$ cat src/hw/odt_map.svh
// Purpose: constant map for the opcode decode and timing block
// Assumes: one-byte opcodes, 3-bit register and condition fields
// Notes: state counts are clock states of the processor
`ifndef ODT_MAP_SVH
`define ODT_MAP_SVH
`define ODT_REG_MEM 3'h6
`define ODT_REG_A 3'h7
`define ODT_ST_4 5'h04
`define ODT_ST_5 5'h05
`define ODT_ST_7 5'h07
`define ODT_ST_10 5'h0a
`define ODT_ST_11 5'h0b
`define ODT_ST_13 5'h0d
`define ODT_ST_16 5'h10
`define ODT_ST_17 5'h11
`define ODT_ST_18 5'h12
`define ODT_SP_STEP 16'h0002
`define ODT_OP_SUB_IMM 8'hd6
`define ODT_OP_RAL 8'h17
`define ODT_OP_SWAP_STACK_TOP_HL_OP 8'he3
`define ODT_OP_JUMP_VIA_HL_OP 8'he9
`define ODT_OP_SP_FROM_HL_OP 8'hf9
`define ODT_OP_SWAP_DE_HL_OP 8'heb
`define ODT_OP_DAD_SP 8'h39
`define ODT_OP_RET 8'hc9
`define ODT_OP_HALT 8'h76
`define ODT_OP_CMP_MEM 8'hbe
`define ODT_OP_XOR_MEM 8'hae
`define ODT_FLG_S 2'h3
`define ODT_FLG_Z 2'h2
`define ODT_FLG_P 2'h1
`define ODT_FLG_C 2'h0
`endif

$ cat src/hw/odt_pkg.sv
// Purpose: types for the opcode decode and timing block
// Assumes: codes are written out here; the map is not included
// Notes: class codes are the decoder's own
package odt_pkg;
    typedef enum logic [4:0] {
        ODT_CL_NOP = 5'h00, ODT_CL_COPY = 5'h01, ODT_CL_COPY_TO_MEM = 5'h02,
        ODT_CL_COPY_FROM_MEM = 5'h03, ODT_CL_ALU_REG = 5'h04, ODT_CL_ALU_MEM = 5'h05,
        ODT_CL_ALU_IMM = 5'h06, ODT_CL_ROTATE = 5'h07, ODT_CL_RET_COND = 5'h08,
        ODT_CL_RET = 5'h09, ODT_CL_LOAD_PAIR = 5'h0a, ODT_CL_PUSH = 5'h0b,
        ODT_CL_POP = 5'h0c, ODT_CL_SWAP_STACK = 5'h0d, ODT_CL_JUMP_HL = 5'h0e,
        ODT_CL_SP_HL = 5'h0f, ODT_CL_DOUBLE_ADD = 5'h10, ODT_CL_PAIR_INC = 5'h11,
        ODT_CL_SWAP_DE_HL = 5'h12, ODT_CL_OTHER = 5'h13
    } odt_class_t;
    typedef enum logic [1:0] {
        ODT_IDLE = 2'b00, ODT_DECODED = 2'b01, ODT_RESOLVED = 2'b11
    } odt_state_t;
endpackage : odt_pkg

$ cat src/hw/odt_cond_eval.sv
// Purpose: evaluates the three-bit condition field against the flags
// Assumes: flags are s, z, p, cy at positions from the map
// Notes: combinational; the parent registers the result
`include "odt_map.svh"
`timescale 1ns/1ps
`default_nettype none
module odt_cond_eval (
    // field and flags
    input wire logic [2:0] cond_field,
    input wire logic [3:0] flags,
    // outcome
    output logic met
);
    logic sel;
    always_comb begin
        // see RULE19
        unique case (cond_field[2:1])
            2'b00: sel = flags[`ODT_FLG_Z];
            2'b01: sel = flags[`ODT_FLG_C];
            2'b10: sel = flags[`ODT_FLG_P];
            2'b11: sel = flags[`ODT_FLG_S];
        endcase
        met = cond_field[0] ? sel : ~sel; // see RULE19
    end
endmodule : odt_cond_eval
`default_nettype wire

$ cat src/hw/odt_reg_field.sv
// Purpose: splits a three-bit register field into a register index and memory flag
// Assumes: code 110 selects the byte addressed by hl
// Notes: combinational
`include "odt_map.svh"
`timescale 1ns/1ps
`default_nettype none
module odt_reg_field (
    // field
    input wire logic [2:0] field,
    // decoded
    output logic is_mem,
    output logic [2:0] reg_index
);
    assign is_mem = (field == `ODT_REG_MEM); // see RULE1
    assign reg_index = field; // see RULE1
endmodule : odt_reg_field
`default_nettype wire

$ cat src/hw/odt_decode.sv
// Purpose: decodes a fetched opcode into class, operands and clock-state count
// Assumes: opcode and flags are valid with op_valid; all inputs synchronous to ref_clk
// Notes: result appears one edge after op_valid; the count is resolved from the flags in the same step
`include "odt_map.svh"
`timescale 1ns/1ps
`default_nettype none
// How it works
// RULE1: register codes B C D E H L M A
// RULE2: register copy takes five states
// RULE3: copy register to memory, seven states
// RULE4: copy memory to register, seven states
// RULE5: add with carry register, four states
// RULE6: xor register four, memory seven
// RULE7: compare memory sets flags, seven states
// RULE8: subtract immediate fetches byte, seven states
// RULE9: rotate through carry, four states
// RULE10: conditional return takes five or eleven
// RULE11: flag-dependent counts chosen by test
// RULE12: load pair immediate, ten states
// RULE13: push eleven, pop ten states
// RULE14: swap stack top with hl, eighteen
// RULE15: jump or sp from hl, five
// RULE16: double add sp into hl, ten
// RULE17: pair increment takes five states
// RULE18: swap de and hl, four states
// RULE19: condition codes nz z nc c po pe p m
// RULE20: pop reads sp, sp+1, sp up two
// RULE21: push writes sp-1, sp-2, sp down two
// RULE22: false condition short, true performs return
// RULE23: register code 110 means memory via hl
module odt_decode
    import odt_pkg::*;
(
    // clock and reset
    input wire logic ref_clk,
    input wire logic rstn,
    input wire logic clk_en,
    // opcode from fetch
    input wire logic op_valid,
    input wire logic [7:0] opcode,
    input wire logic [3:0] flags,
    // decoded instruction
    output logic dec_valid,
    output logic [4:0] op_class,
    output logic [2:0] dest_reg_field,
    output logic [2:0] src_reg_field,
    output logic [2:0] cond_field,
    output logic [1:0] pair_sel,
    output logic [2:0] alu_sel,
    output logic cond_met,
    output logic [4:0] state_count,
    // memory and stack controls
    output logic mem_read_hl,
    output logic mem_write_hl,
    output logic fetch_imm,
    output logic [1:0] imm_bytes,
    output logic stack_read,
    output logic stack_write,
    output logic [15:0] sp_delta,
    output logic take_branch
);
    typedef struct packed {
        odt_state_t st;
        logic valid;
        odt_class_t cls;
        logic [2:0] dst;
        logic [2:0] src;
        logic [2:0] cnd;
        logic [1:0] rp;
        logic [2:0] alu;
        logic met;
        logic [4:0] cnt;
        logic mrd;
        logic mwr;
        logic imm;
        logic [1:0] nimm;
        logic srd;
        logic swr;
        logic [15:0] spd;
        logic br;
    } odt_state_pack_t;

    odt_state_pack_t q;
    odt_state_pack_t next_q;
    logic dst_mem;
    logic src_mem;
    logic met_now;

    odt_reg_field u_dst (
        .field(opcode[5:3]),
        .is_mem(dst_mem),
        .reg_index()
    );
    odt_reg_field u_src (
        .field(opcode[2:0]),
        .is_mem(src_mem),
        .reg_index()
    );
    odt_cond_eval u_cond (
        .cond_field(opcode[5:3]),
        .flags(flags),
        .met(met_now)
    );

    always_comb begin
        next_q = q;
        next_q.valid = 1'b0;
        if (op_valid) begin
            next_q.st = ODT_DECODED;
            next_q.valid = 1'b1;
            next_q.dst = opcode[5:3];
            next_q.src = opcode[2:0];
            next_q.cnd = opcode[5:3];
            next_q.rp = opcode[5:4];
            next_q.alu = opcode[5:3];
            next_q.met = 1'b0;
            next_q.cls = ODT_CL_OTHER;
            next_q.cnt = `ODT_ST_4;
            next_q.mrd = 1'b0;
            next_q.mwr = 1'b0;
            next_q.imm = 1'b0;
            next_q.nimm = 2'd0;
            next_q.srd = 1'b0;
            next_q.swr = 1'b0;
            next_q.spd = '0;
            next_q.br = 1'b0;
            unique case (opcode[7:6])
                2'b01: begin
                    if (opcode == `ODT_OP_HALT) begin
                        next_q.cls = ODT_CL_OTHER;
                        next_q.cnt = `ODT_ST_7;
                    end else if (dst_mem) begin
                        next_q.cls = ODT_CL_COPY_TO_MEM;
                        next_q.cnt = `ODT_ST_7; // see RULE3
                        next_q.mwr = 1'b1; // see RULE23
                    end else if (src_mem) begin
                        next_q.cls = ODT_CL_COPY_FROM_MEM;
                        next_q.cnt = `ODT_ST_7; // see RULE4
                        next_q.mrd = 1'b1; // see RULE23
                    end else begin
                        next_q.cls = ODT_CL_COPY;
                        next_q.cnt = `ODT_ST_5; // see RULE2
                    end
                end
                2'b10: begin
                    // alu group: add/adc/sub/sbb/and/xor/or/compare
                    if (src_mem) begin
                        next_q.cls = ODT_CL_ALU_MEM;
                        next_q.cnt = `ODT_ST_7; // see RULE6
                        next_q.mrd = 1'b1; // see RULE7
                    end else begin
                        next_q.cls = ODT_CL_ALU_REG;
                        next_q.cnt = `ODT_ST_4; // see RULE5
                    end
                end
                2'b00: begin
                    unique case (opcode[2:0])
                        3'b001: begin
                            if (opcode[3]) begin
                                next_q.cls = ODT_CL_DOUBLE_ADD;
                                next_q.cnt = `ODT_ST_10; // see RULE16
                            end else begin
                                next_q.cls = ODT_CL_LOAD_PAIR;
                                next_q.cnt = `ODT_ST_10; // see RULE12
                                next_q.imm = 1'b1;
                                next_q.nimm = 2'd2;
                            end
                        end
                        3'b011: begin
                            next_q.cls = opcode[3] ? ODT_CL_OTHER : ODT_CL_PAIR_INC;
                            next_q.cnt = `ODT_ST_5; // see RULE17
                        end
                        3'b100, 3'b101: begin
                            next_q.cls = ODT_CL_OTHER;
                            next_q.cnt = dst_mem ? `ODT_ST_10 : `ODT_ST_5;
                            next_q.mrd = dst_mem; // see RULE23
                            next_q.mwr = dst_mem;
                        end
                        3'b110: begin
                            next_q.cls = ODT_CL_OTHER;
                            next_q.cnt = dst_mem ? `ODT_ST_10 : `ODT_ST_7;
                            next_q.mwr = dst_mem; // see RULE23
                            next_q.imm = 1'b1;
                            next_q.nimm = 2'd1;
                        end
                        3'b111: begin
                            next_q.cls = (opcode == `ODT_OP_RAL) ? ODT_CL_ROTATE : ODT_CL_OTHER;
                            next_q.cnt = `ODT_ST_4; // see RULE9
                        end
                        3'b010: begin
                            next_q.cls = ODT_CL_OTHER;
                            next_q.cnt = opcode[5] ? (opcode[4] ? `ODT_ST_13 : `ODT_ST_16) : `ODT_ST_7;
                        end
                        default: begin
                            next_q.cls = ODT_CL_NOP;
                            next_q.cnt = `ODT_ST_4;
                        end
                    endcase
                end
                2'b11: begin
                    unique case (opcode[2:0])
                        3'b000: begin
                            next_q.cls = ODT_CL_RET_COND;
                            next_q.met = met_now; // see RULE11
                            // short count falls through, long count pops the return address
                            next_q.cnt = met_now ? `ODT_ST_11 : `ODT_ST_5; // see RULE10
                            next_q.srd = met_now; // see RULE22
                            next_q.br = met_now; // see RULE22
                            next_q.spd = met_now ? `ODT_SP_STEP : 16'h0000; // see RULE20
                        end
                        3'b001: begin
                            if (opcode == `ODT_OP_RET) begin
                                next_q.cls = ODT_CL_RET;
                                next_q.cnt = `ODT_ST_10;
                                next_q.srd = 1'b1;
                                next_q.br = 1'b1;
                                next_q.spd = `ODT_SP_STEP; // see RULE20
                            end else if (opcode == `ODT_OP_JUMP_VIA_HL_OP) begin
                                next_q.cls = ODT_CL_JUMP_HL;
                                next_q.cnt = `ODT_ST_5; // see RULE15
                                next_q.br = 1'b1;
                            end else if (opcode == `ODT_OP_SP_FROM_HL_OP) begin
                                next_q.cls = ODT_CL_SP_HL;
                                next_q.cnt = `ODT_ST_5; // see RULE15
                            end else begin
                                next_q.cls = ODT_CL_POP;
                                next_q.cnt = `ODT_ST_10; // see RULE13
                                next_q.srd = 1'b1;
                                next_q.spd = `ODT_SP_STEP; // see RULE20
                            end
                        end
                        3'b101: begin
                            if (opcode[3]) begin
                                // unconditional call; conditional jump/call timing not decoded here
                                next_q.cls = ODT_CL_OTHER;
                                next_q.cnt = `ODT_ST_17;
                            end else begin
                                next_q.cls = ODT_CL_PUSH;
                                next_q.cnt = `ODT_ST_11; // see RULE13
                                next_q.swr = 1'b1;
                                next_q.spd = 16'h0000 - `ODT_SP_STEP; // see RULE21
                            end
                        end
                        3'b011: begin
                            if (opcode == `ODT_OP_SWAP_STACK_TOP_HL_OP) begin
                                next_q.cls = ODT_CL_SWAP_STACK;
                                next_q.cnt = `ODT_ST_18; // see RULE14
                                next_q.srd = 1'b1;
                                next_q.swr = 1'b1;
                            end else if (opcode == `ODT_OP_SWAP_DE_HL_OP) begin
                                next_q.cls = ODT_CL_SWAP_DE_HL;
                                next_q.cnt = `ODT_ST_4; // see RULE18
                            end else begin
                                next_q.cls = ODT_CL_OTHER;
                                next_q.cnt = opcode[4] ? `ODT_ST_10 : `ODT_ST_4;
                            end
                        end
                        3'b110: begin
                            next_q.cls = ODT_CL_ALU_IMM;
                            next_q.cnt = `ODT_ST_7; // see RULE8
                            next_q.imm = 1'b1; // see RULE8
                            next_q.nimm = 2'd1;
                        end
                        3'b111: begin
                            next_q.cls = ODT_CL_OTHER;
                            next_q.cnt = `ODT_ST_11;
                            next_q.swr = 1'b1;
                            next_q.br = 1'b1;
                            next_q.spd = 16'h0000 - `ODT_SP_STEP; // see RULE21
                        end
                        default: begin
                            next_q.cls = ODT_CL_OTHER;
                            next_q.cnt = `ODT_ST_10;
                        end
                    endcase
                end
            endcase
            if (next_q.cls == ODT_CL_RET_COND) begin
                next_q.st = ODT_RESOLVED;
            end
        end else begin
            next_q.st = ODT_IDLE;
        end
    end

    always_ff @(posedge ref_clk) begin
        if (!rstn) begin
            q <= '0;
        end else if (clk_en) begin
            q <= next_q;
        end
    end

    assign dec_valid = q.valid;
    assign op_class = q.cls;
    assign dest_reg_field = q.dst;
    assign src_reg_field = q.src;
    assign cond_field = q.cnd;
    assign pair_sel = q.rp;
    assign alu_sel = q.alu;
    assign cond_met = q.met;
    assign state_count = q.cnt;
    assign mem_read_hl = q.mrd;
    assign mem_write_hl = q.mwr;
    assign fetch_imm = q.imm;
    assign imm_bytes = q.nimm;
    assign stack_read = q.srd;
    assign stack_write = q.swr;
    assign sp_delta = q.spd;
    assign take_branch = q.br;
endmodule : odt_decode
`default_nettype wire

$ cat config.mk
export PLATFORM = sky130hd
export DESIGN_NAME = odt_decode
export DESIGN_NICKNAME = d
export VERILOG_FILES = /design/src/hw/odt_pkg.sv /design/src/hw/odt_cond_eval.sv /design/src/hw/odt_reg_field.sv /design/src/hw/odt_decode.sv
export VERILOG_INCLUDE_DIRS = /design/src /design/src/hw
export SDC_FILE = /design/constraint.sdc
export NUM_CORES = 1
export LEC_CHECK = 0
export ABC_CLOCK_PERIOD_IN_PS = 3300
export BUFFER_PORTS_ARGS = -buffer_cell sky130_fd_sc_hd__buf_2
export CELL_PAD_IN_SITES_DETAIL_PLACEMENT = 0
export CELL_PAD_IN_SITES_GLOBAL_PLACEMENT = 1
export CORE_ASPECT_RATIO = 1.1
export CORE_UTILIZATION = 39
export CTS_CLUSTER_DIAMETER = 150
export DETAILED_ROUTE_END_ITERATION = 10
export GPL_ROUTABILITY_DRIVEN = 1
export HOLD_SLACK_MARGIN = 0.02
export PLACE_DENSITY = 0.83
export SLEW_MARGIN = 40
export SYNTH_ARGS = -nofsm -noshare
export SYNTH_HDL_FRONTEND = slang
export SYNTH_SLANG_ARGS = --single-unit
$ cat constraint.sdc
create_clock -name ref_clk -period 3.3 [get_ports ref_clk]
set_clock_uncertainty 0.1 [all_clocks]
set_input_delay 0.66 -clock ref_clk [delete_from_list [all_inputs] [get_ports ref_clk]]
set_output_delay 0.66 -clock ref_clk [all_outputs]
set_load 0.01 [all_outputs]
==> results.sh <==
export IMPL_status="finished, violations left"
export IMPL_violations="design-rule violations"
export IMPL_p_per_area_mw_per_mm2=358
export IMPL_grt_antenna_before_repair=0
export IMPL_grt_max_degree=29
export IMPL_crit_fanout=12
export IMPL_grt_pass1_wl_mm=9.10
export IMPL_syn_inst=277
export IMPL_worstSetupPathType="input port to flip-flop"
export IMPL_setup_tns_ps=0
export IMPL_drive_gt1_share_pct=24.2
export IMPL_synth_top_area_share_pct=27.5
export IMPL_layout_cells_non_filler=356
export IMPL_syn_nets=298
export IMPL_finalCritPeriodShare_pct=66.4
export IMPL_dp_hpwl_mm=3.94
export IMPL_cts_setup_buffers=0
export IMPL_synthDistinctLibCells=53
export IMPL_async_flop_share_pct=0
export IMPL_crit_path_end_kind="flip-flop"
export IMPL_initial_core_util_pct=40.5
export IMPL_critPathTopFamily="compound AO/OA/AOI/OAI gates"
export IMPL_core_mm2=0.00503
export IMPL_layout_nets=320
export IMPL_drc=12
export IMPL_seq_area_frac_synth_pct=27.5
export IMPL_grt_usage_pct=20.9
export IMPL_portBuffers=64
export IMPL_wirelength_mm=5.56
export IMPL_maxSlewViolCount=0
export IMPL_h_tree_depth=1
export IMPL_antenna_cells=0
export IMPL_synth_seq_cells=28
export IMPL_synth_edf_count=0
export IMPL_avgViaCountPerCell=5.74
export IMPL_hold_buffers=0
export IMPL_final_setup_viol_count=0
export IMPL_arrival_ps=2250
export IMPL_ctsRootBufferMaster="clkbuf_8"
export IMPL_wl_per_cell_um=15.6
export IMPL_drt_pass1_iterations=10
export IMPL_drt_antenna_violating_nets=0
export IMPL_grt_pass1_vias=1876
export IMPL_fmax_mhz=456
export IMPL_ys_flop_type="dfxtp_1"
export IMPL_place_ws_ps=803
export IMPL_cp_common_cell="inv_1"
export IMPL_synth_area_per_cell_um2=7.36
export IMPL_place_gp_congestion=0.892
export IMPL_relSlewSlack_pct=52.1
export IMPL_vias=2042
export IMPL_gr_total_overflow=0
export IMPL_cts_tree="yes"
export IMPL_cts_max_path_buffers=2
export IMPL_placed_cell_area_mm2=0.00216
export IMPL_die_w_um=70.9
export IMPL_chipHeight_um=77.8
export IMPL_worstSetupStartpointType="input port"
export IMPL_dieArea_mm2=0.00552
export IMPL_path_cells="buf_2 -> inv_1 -> ha_1 -> inv_1 -> o21ai_0 -> a211o_1 -> a221oi_1 -> o22ai_1"
export IMPL_cpPeakStageDelay_ps=340
export IMPL_fin_crit_ps=2190
export IMPL_maxCapViolCount=0
export IMPL_yosysMostFrequentCell="nand2_1"
export IMPL_synth_common_cells="nand2_1 (40), a21oi_1 (29), dfxtp_1 (28)"
export IMPL_path_buf_inv=3
export IMPL_clk_insertion_delay_late_ps=290
export IMPL_hold_class="flip-flop to flip-flop"
export IMPL_drt_iter0_markers=178
export IMPL_clock_sinks=28
export IMPL_hold_viol=0
export IMPL_cts_buffers=3
export IMPL_postCtsResizedCells=0
export IMPL_area_growth_synth_to_final_pct=9.45
export IMPL_yosysWarnings=0
export IMPL_peakVddDrop_mv=0.333
export IMPL_rsz0062_at_grt="false"
export IMPL_std_cell_rows=27
export IMPL_worst_ep_required_time_ps=3360
export IMPL_yosys_top_cells_area="dfxtp_1 (28%), buf_4 (8.1%), nand2_1 (7.4%)"
export IMPL_worst_slew_pin_slew_ps=718
export IMPL_cpMaxStageDelayCell="ha_1"
export IMPL_ios=66
export IMPL_synth_top_area_cell="dfxtp_1"
export IMPL_final_cell_area_mm2=0.00223
export IMPL_fin_ws_ps=1110
export IMPL_leakage_nw=0.974
export IMPL_cts_clk_slew_worst_paths_ps=100
export IMPL_dp_cells=352
export IMPL_netlist_area_mm2=0.00204
-- layout by cell type, fill, tap and decap left out, types with 5 or more instances in the layout --
master,Yosys,layout
buf_2,7,64
nor2b_1,9,9
nand2_1,40,40
inv_1,7,7
nor3_1,6,6
nand2b_1,7,7
dfxtp_1,28,28
nor2_1,7,7
a21oi_1,29,29
o21ai_0,17,17
nand3_1,6,6
ha_1,5,5
-- cell type report --
cell class | instances | area (µm²)
multi-input cells | 194 | 1170
fillers | 544 | 2800
well taps | 58 | 72.6
flip-flops and latches | 28 | 561
inverters | 7 | 26.3
clock buffers | 3 | 41.3
clock inverters | 1 | 30.0
repair buffers | 65 | 328
-- worst paths after layout --
path | start | endpoint | slack [ps] | depth (start not counted)
setup reg to reg | state_count[1] | state_count[1] | 2290 | 2
hold / removal | state_count[3] | state_count[3] | 360 | 2
hold reg to reg | state_count[3] | state_count[3] | 360 | 2
setup / recovery | opcode[6] | state_count[1] | 1110 | 8
-- state kept, by name (all words and copies together) (netlist names) --
register / count
alu_sel: 2
cond_met: 1
dec_valid: 1
fetch_imm: 1
imm_bytes: 2
mem_read_hl: 1
mem_write_hl: 1
op_class: 5
pair_sel: 1
sp_delta: 2
src_reg_field: 3
stack_read: 1
stack_write: 1
state_count: 5
take_branch: 1
-- logic make-up (layout without fill, tap and decap cells) --
group                      after synthesis  count (layout)  synth area share (%)
AOI/OAI and AO/OA                       90              90                  28.3
buffers and inverters                   55              76                  15.0
xor gates and xnor gates                 3               3                  1.29
other                                    1               1                 0.184
DFF                                     28              28                  27.5
muxes                                    3               3                  2.09
and+or+nand+nor                         92              92                  22.6
adders and majority gates                5               5                  3.07
-- report_power, final --
| part | switching [mW] | internal, mW | total (mW) |
|---|---|---|---|
| clock | 0.114 | 0.163 | 0.277 |
| combinational | 0.109 | 0.0597 | 0.168 |
| sequential | 0.00592 | 0.349 | 0.354 |
-- worst reg2reg max path, stage by stage (launching register included) --
cell and delay, ps:
dfxtp_1 330, a221oi_1 320, o22ai_1 140
-- layer usage --
metal / vias up / GRT usage [%] / wire length (µm)
met5: - / 0 / 0
met1: 930 / 26.4 / 2320
li1: 1002 / - / -
met2: 98 / 35.2 / 2710
met4: 0 / 8.20 / 140
met3: 12 / 3.51 / 390
-- through the flow --
step,hold WS (ps),util (%),power (mW)
floorplan,376,-,0.488
detailed placement,344,42.9,0.530
CTS,359,44.3,0.806
global route,373,44.3,0.840
finish,358,44.3,0.800
global placement,341,42.9,0.530
Note: power is estimated with default switching activity, not from simulation.
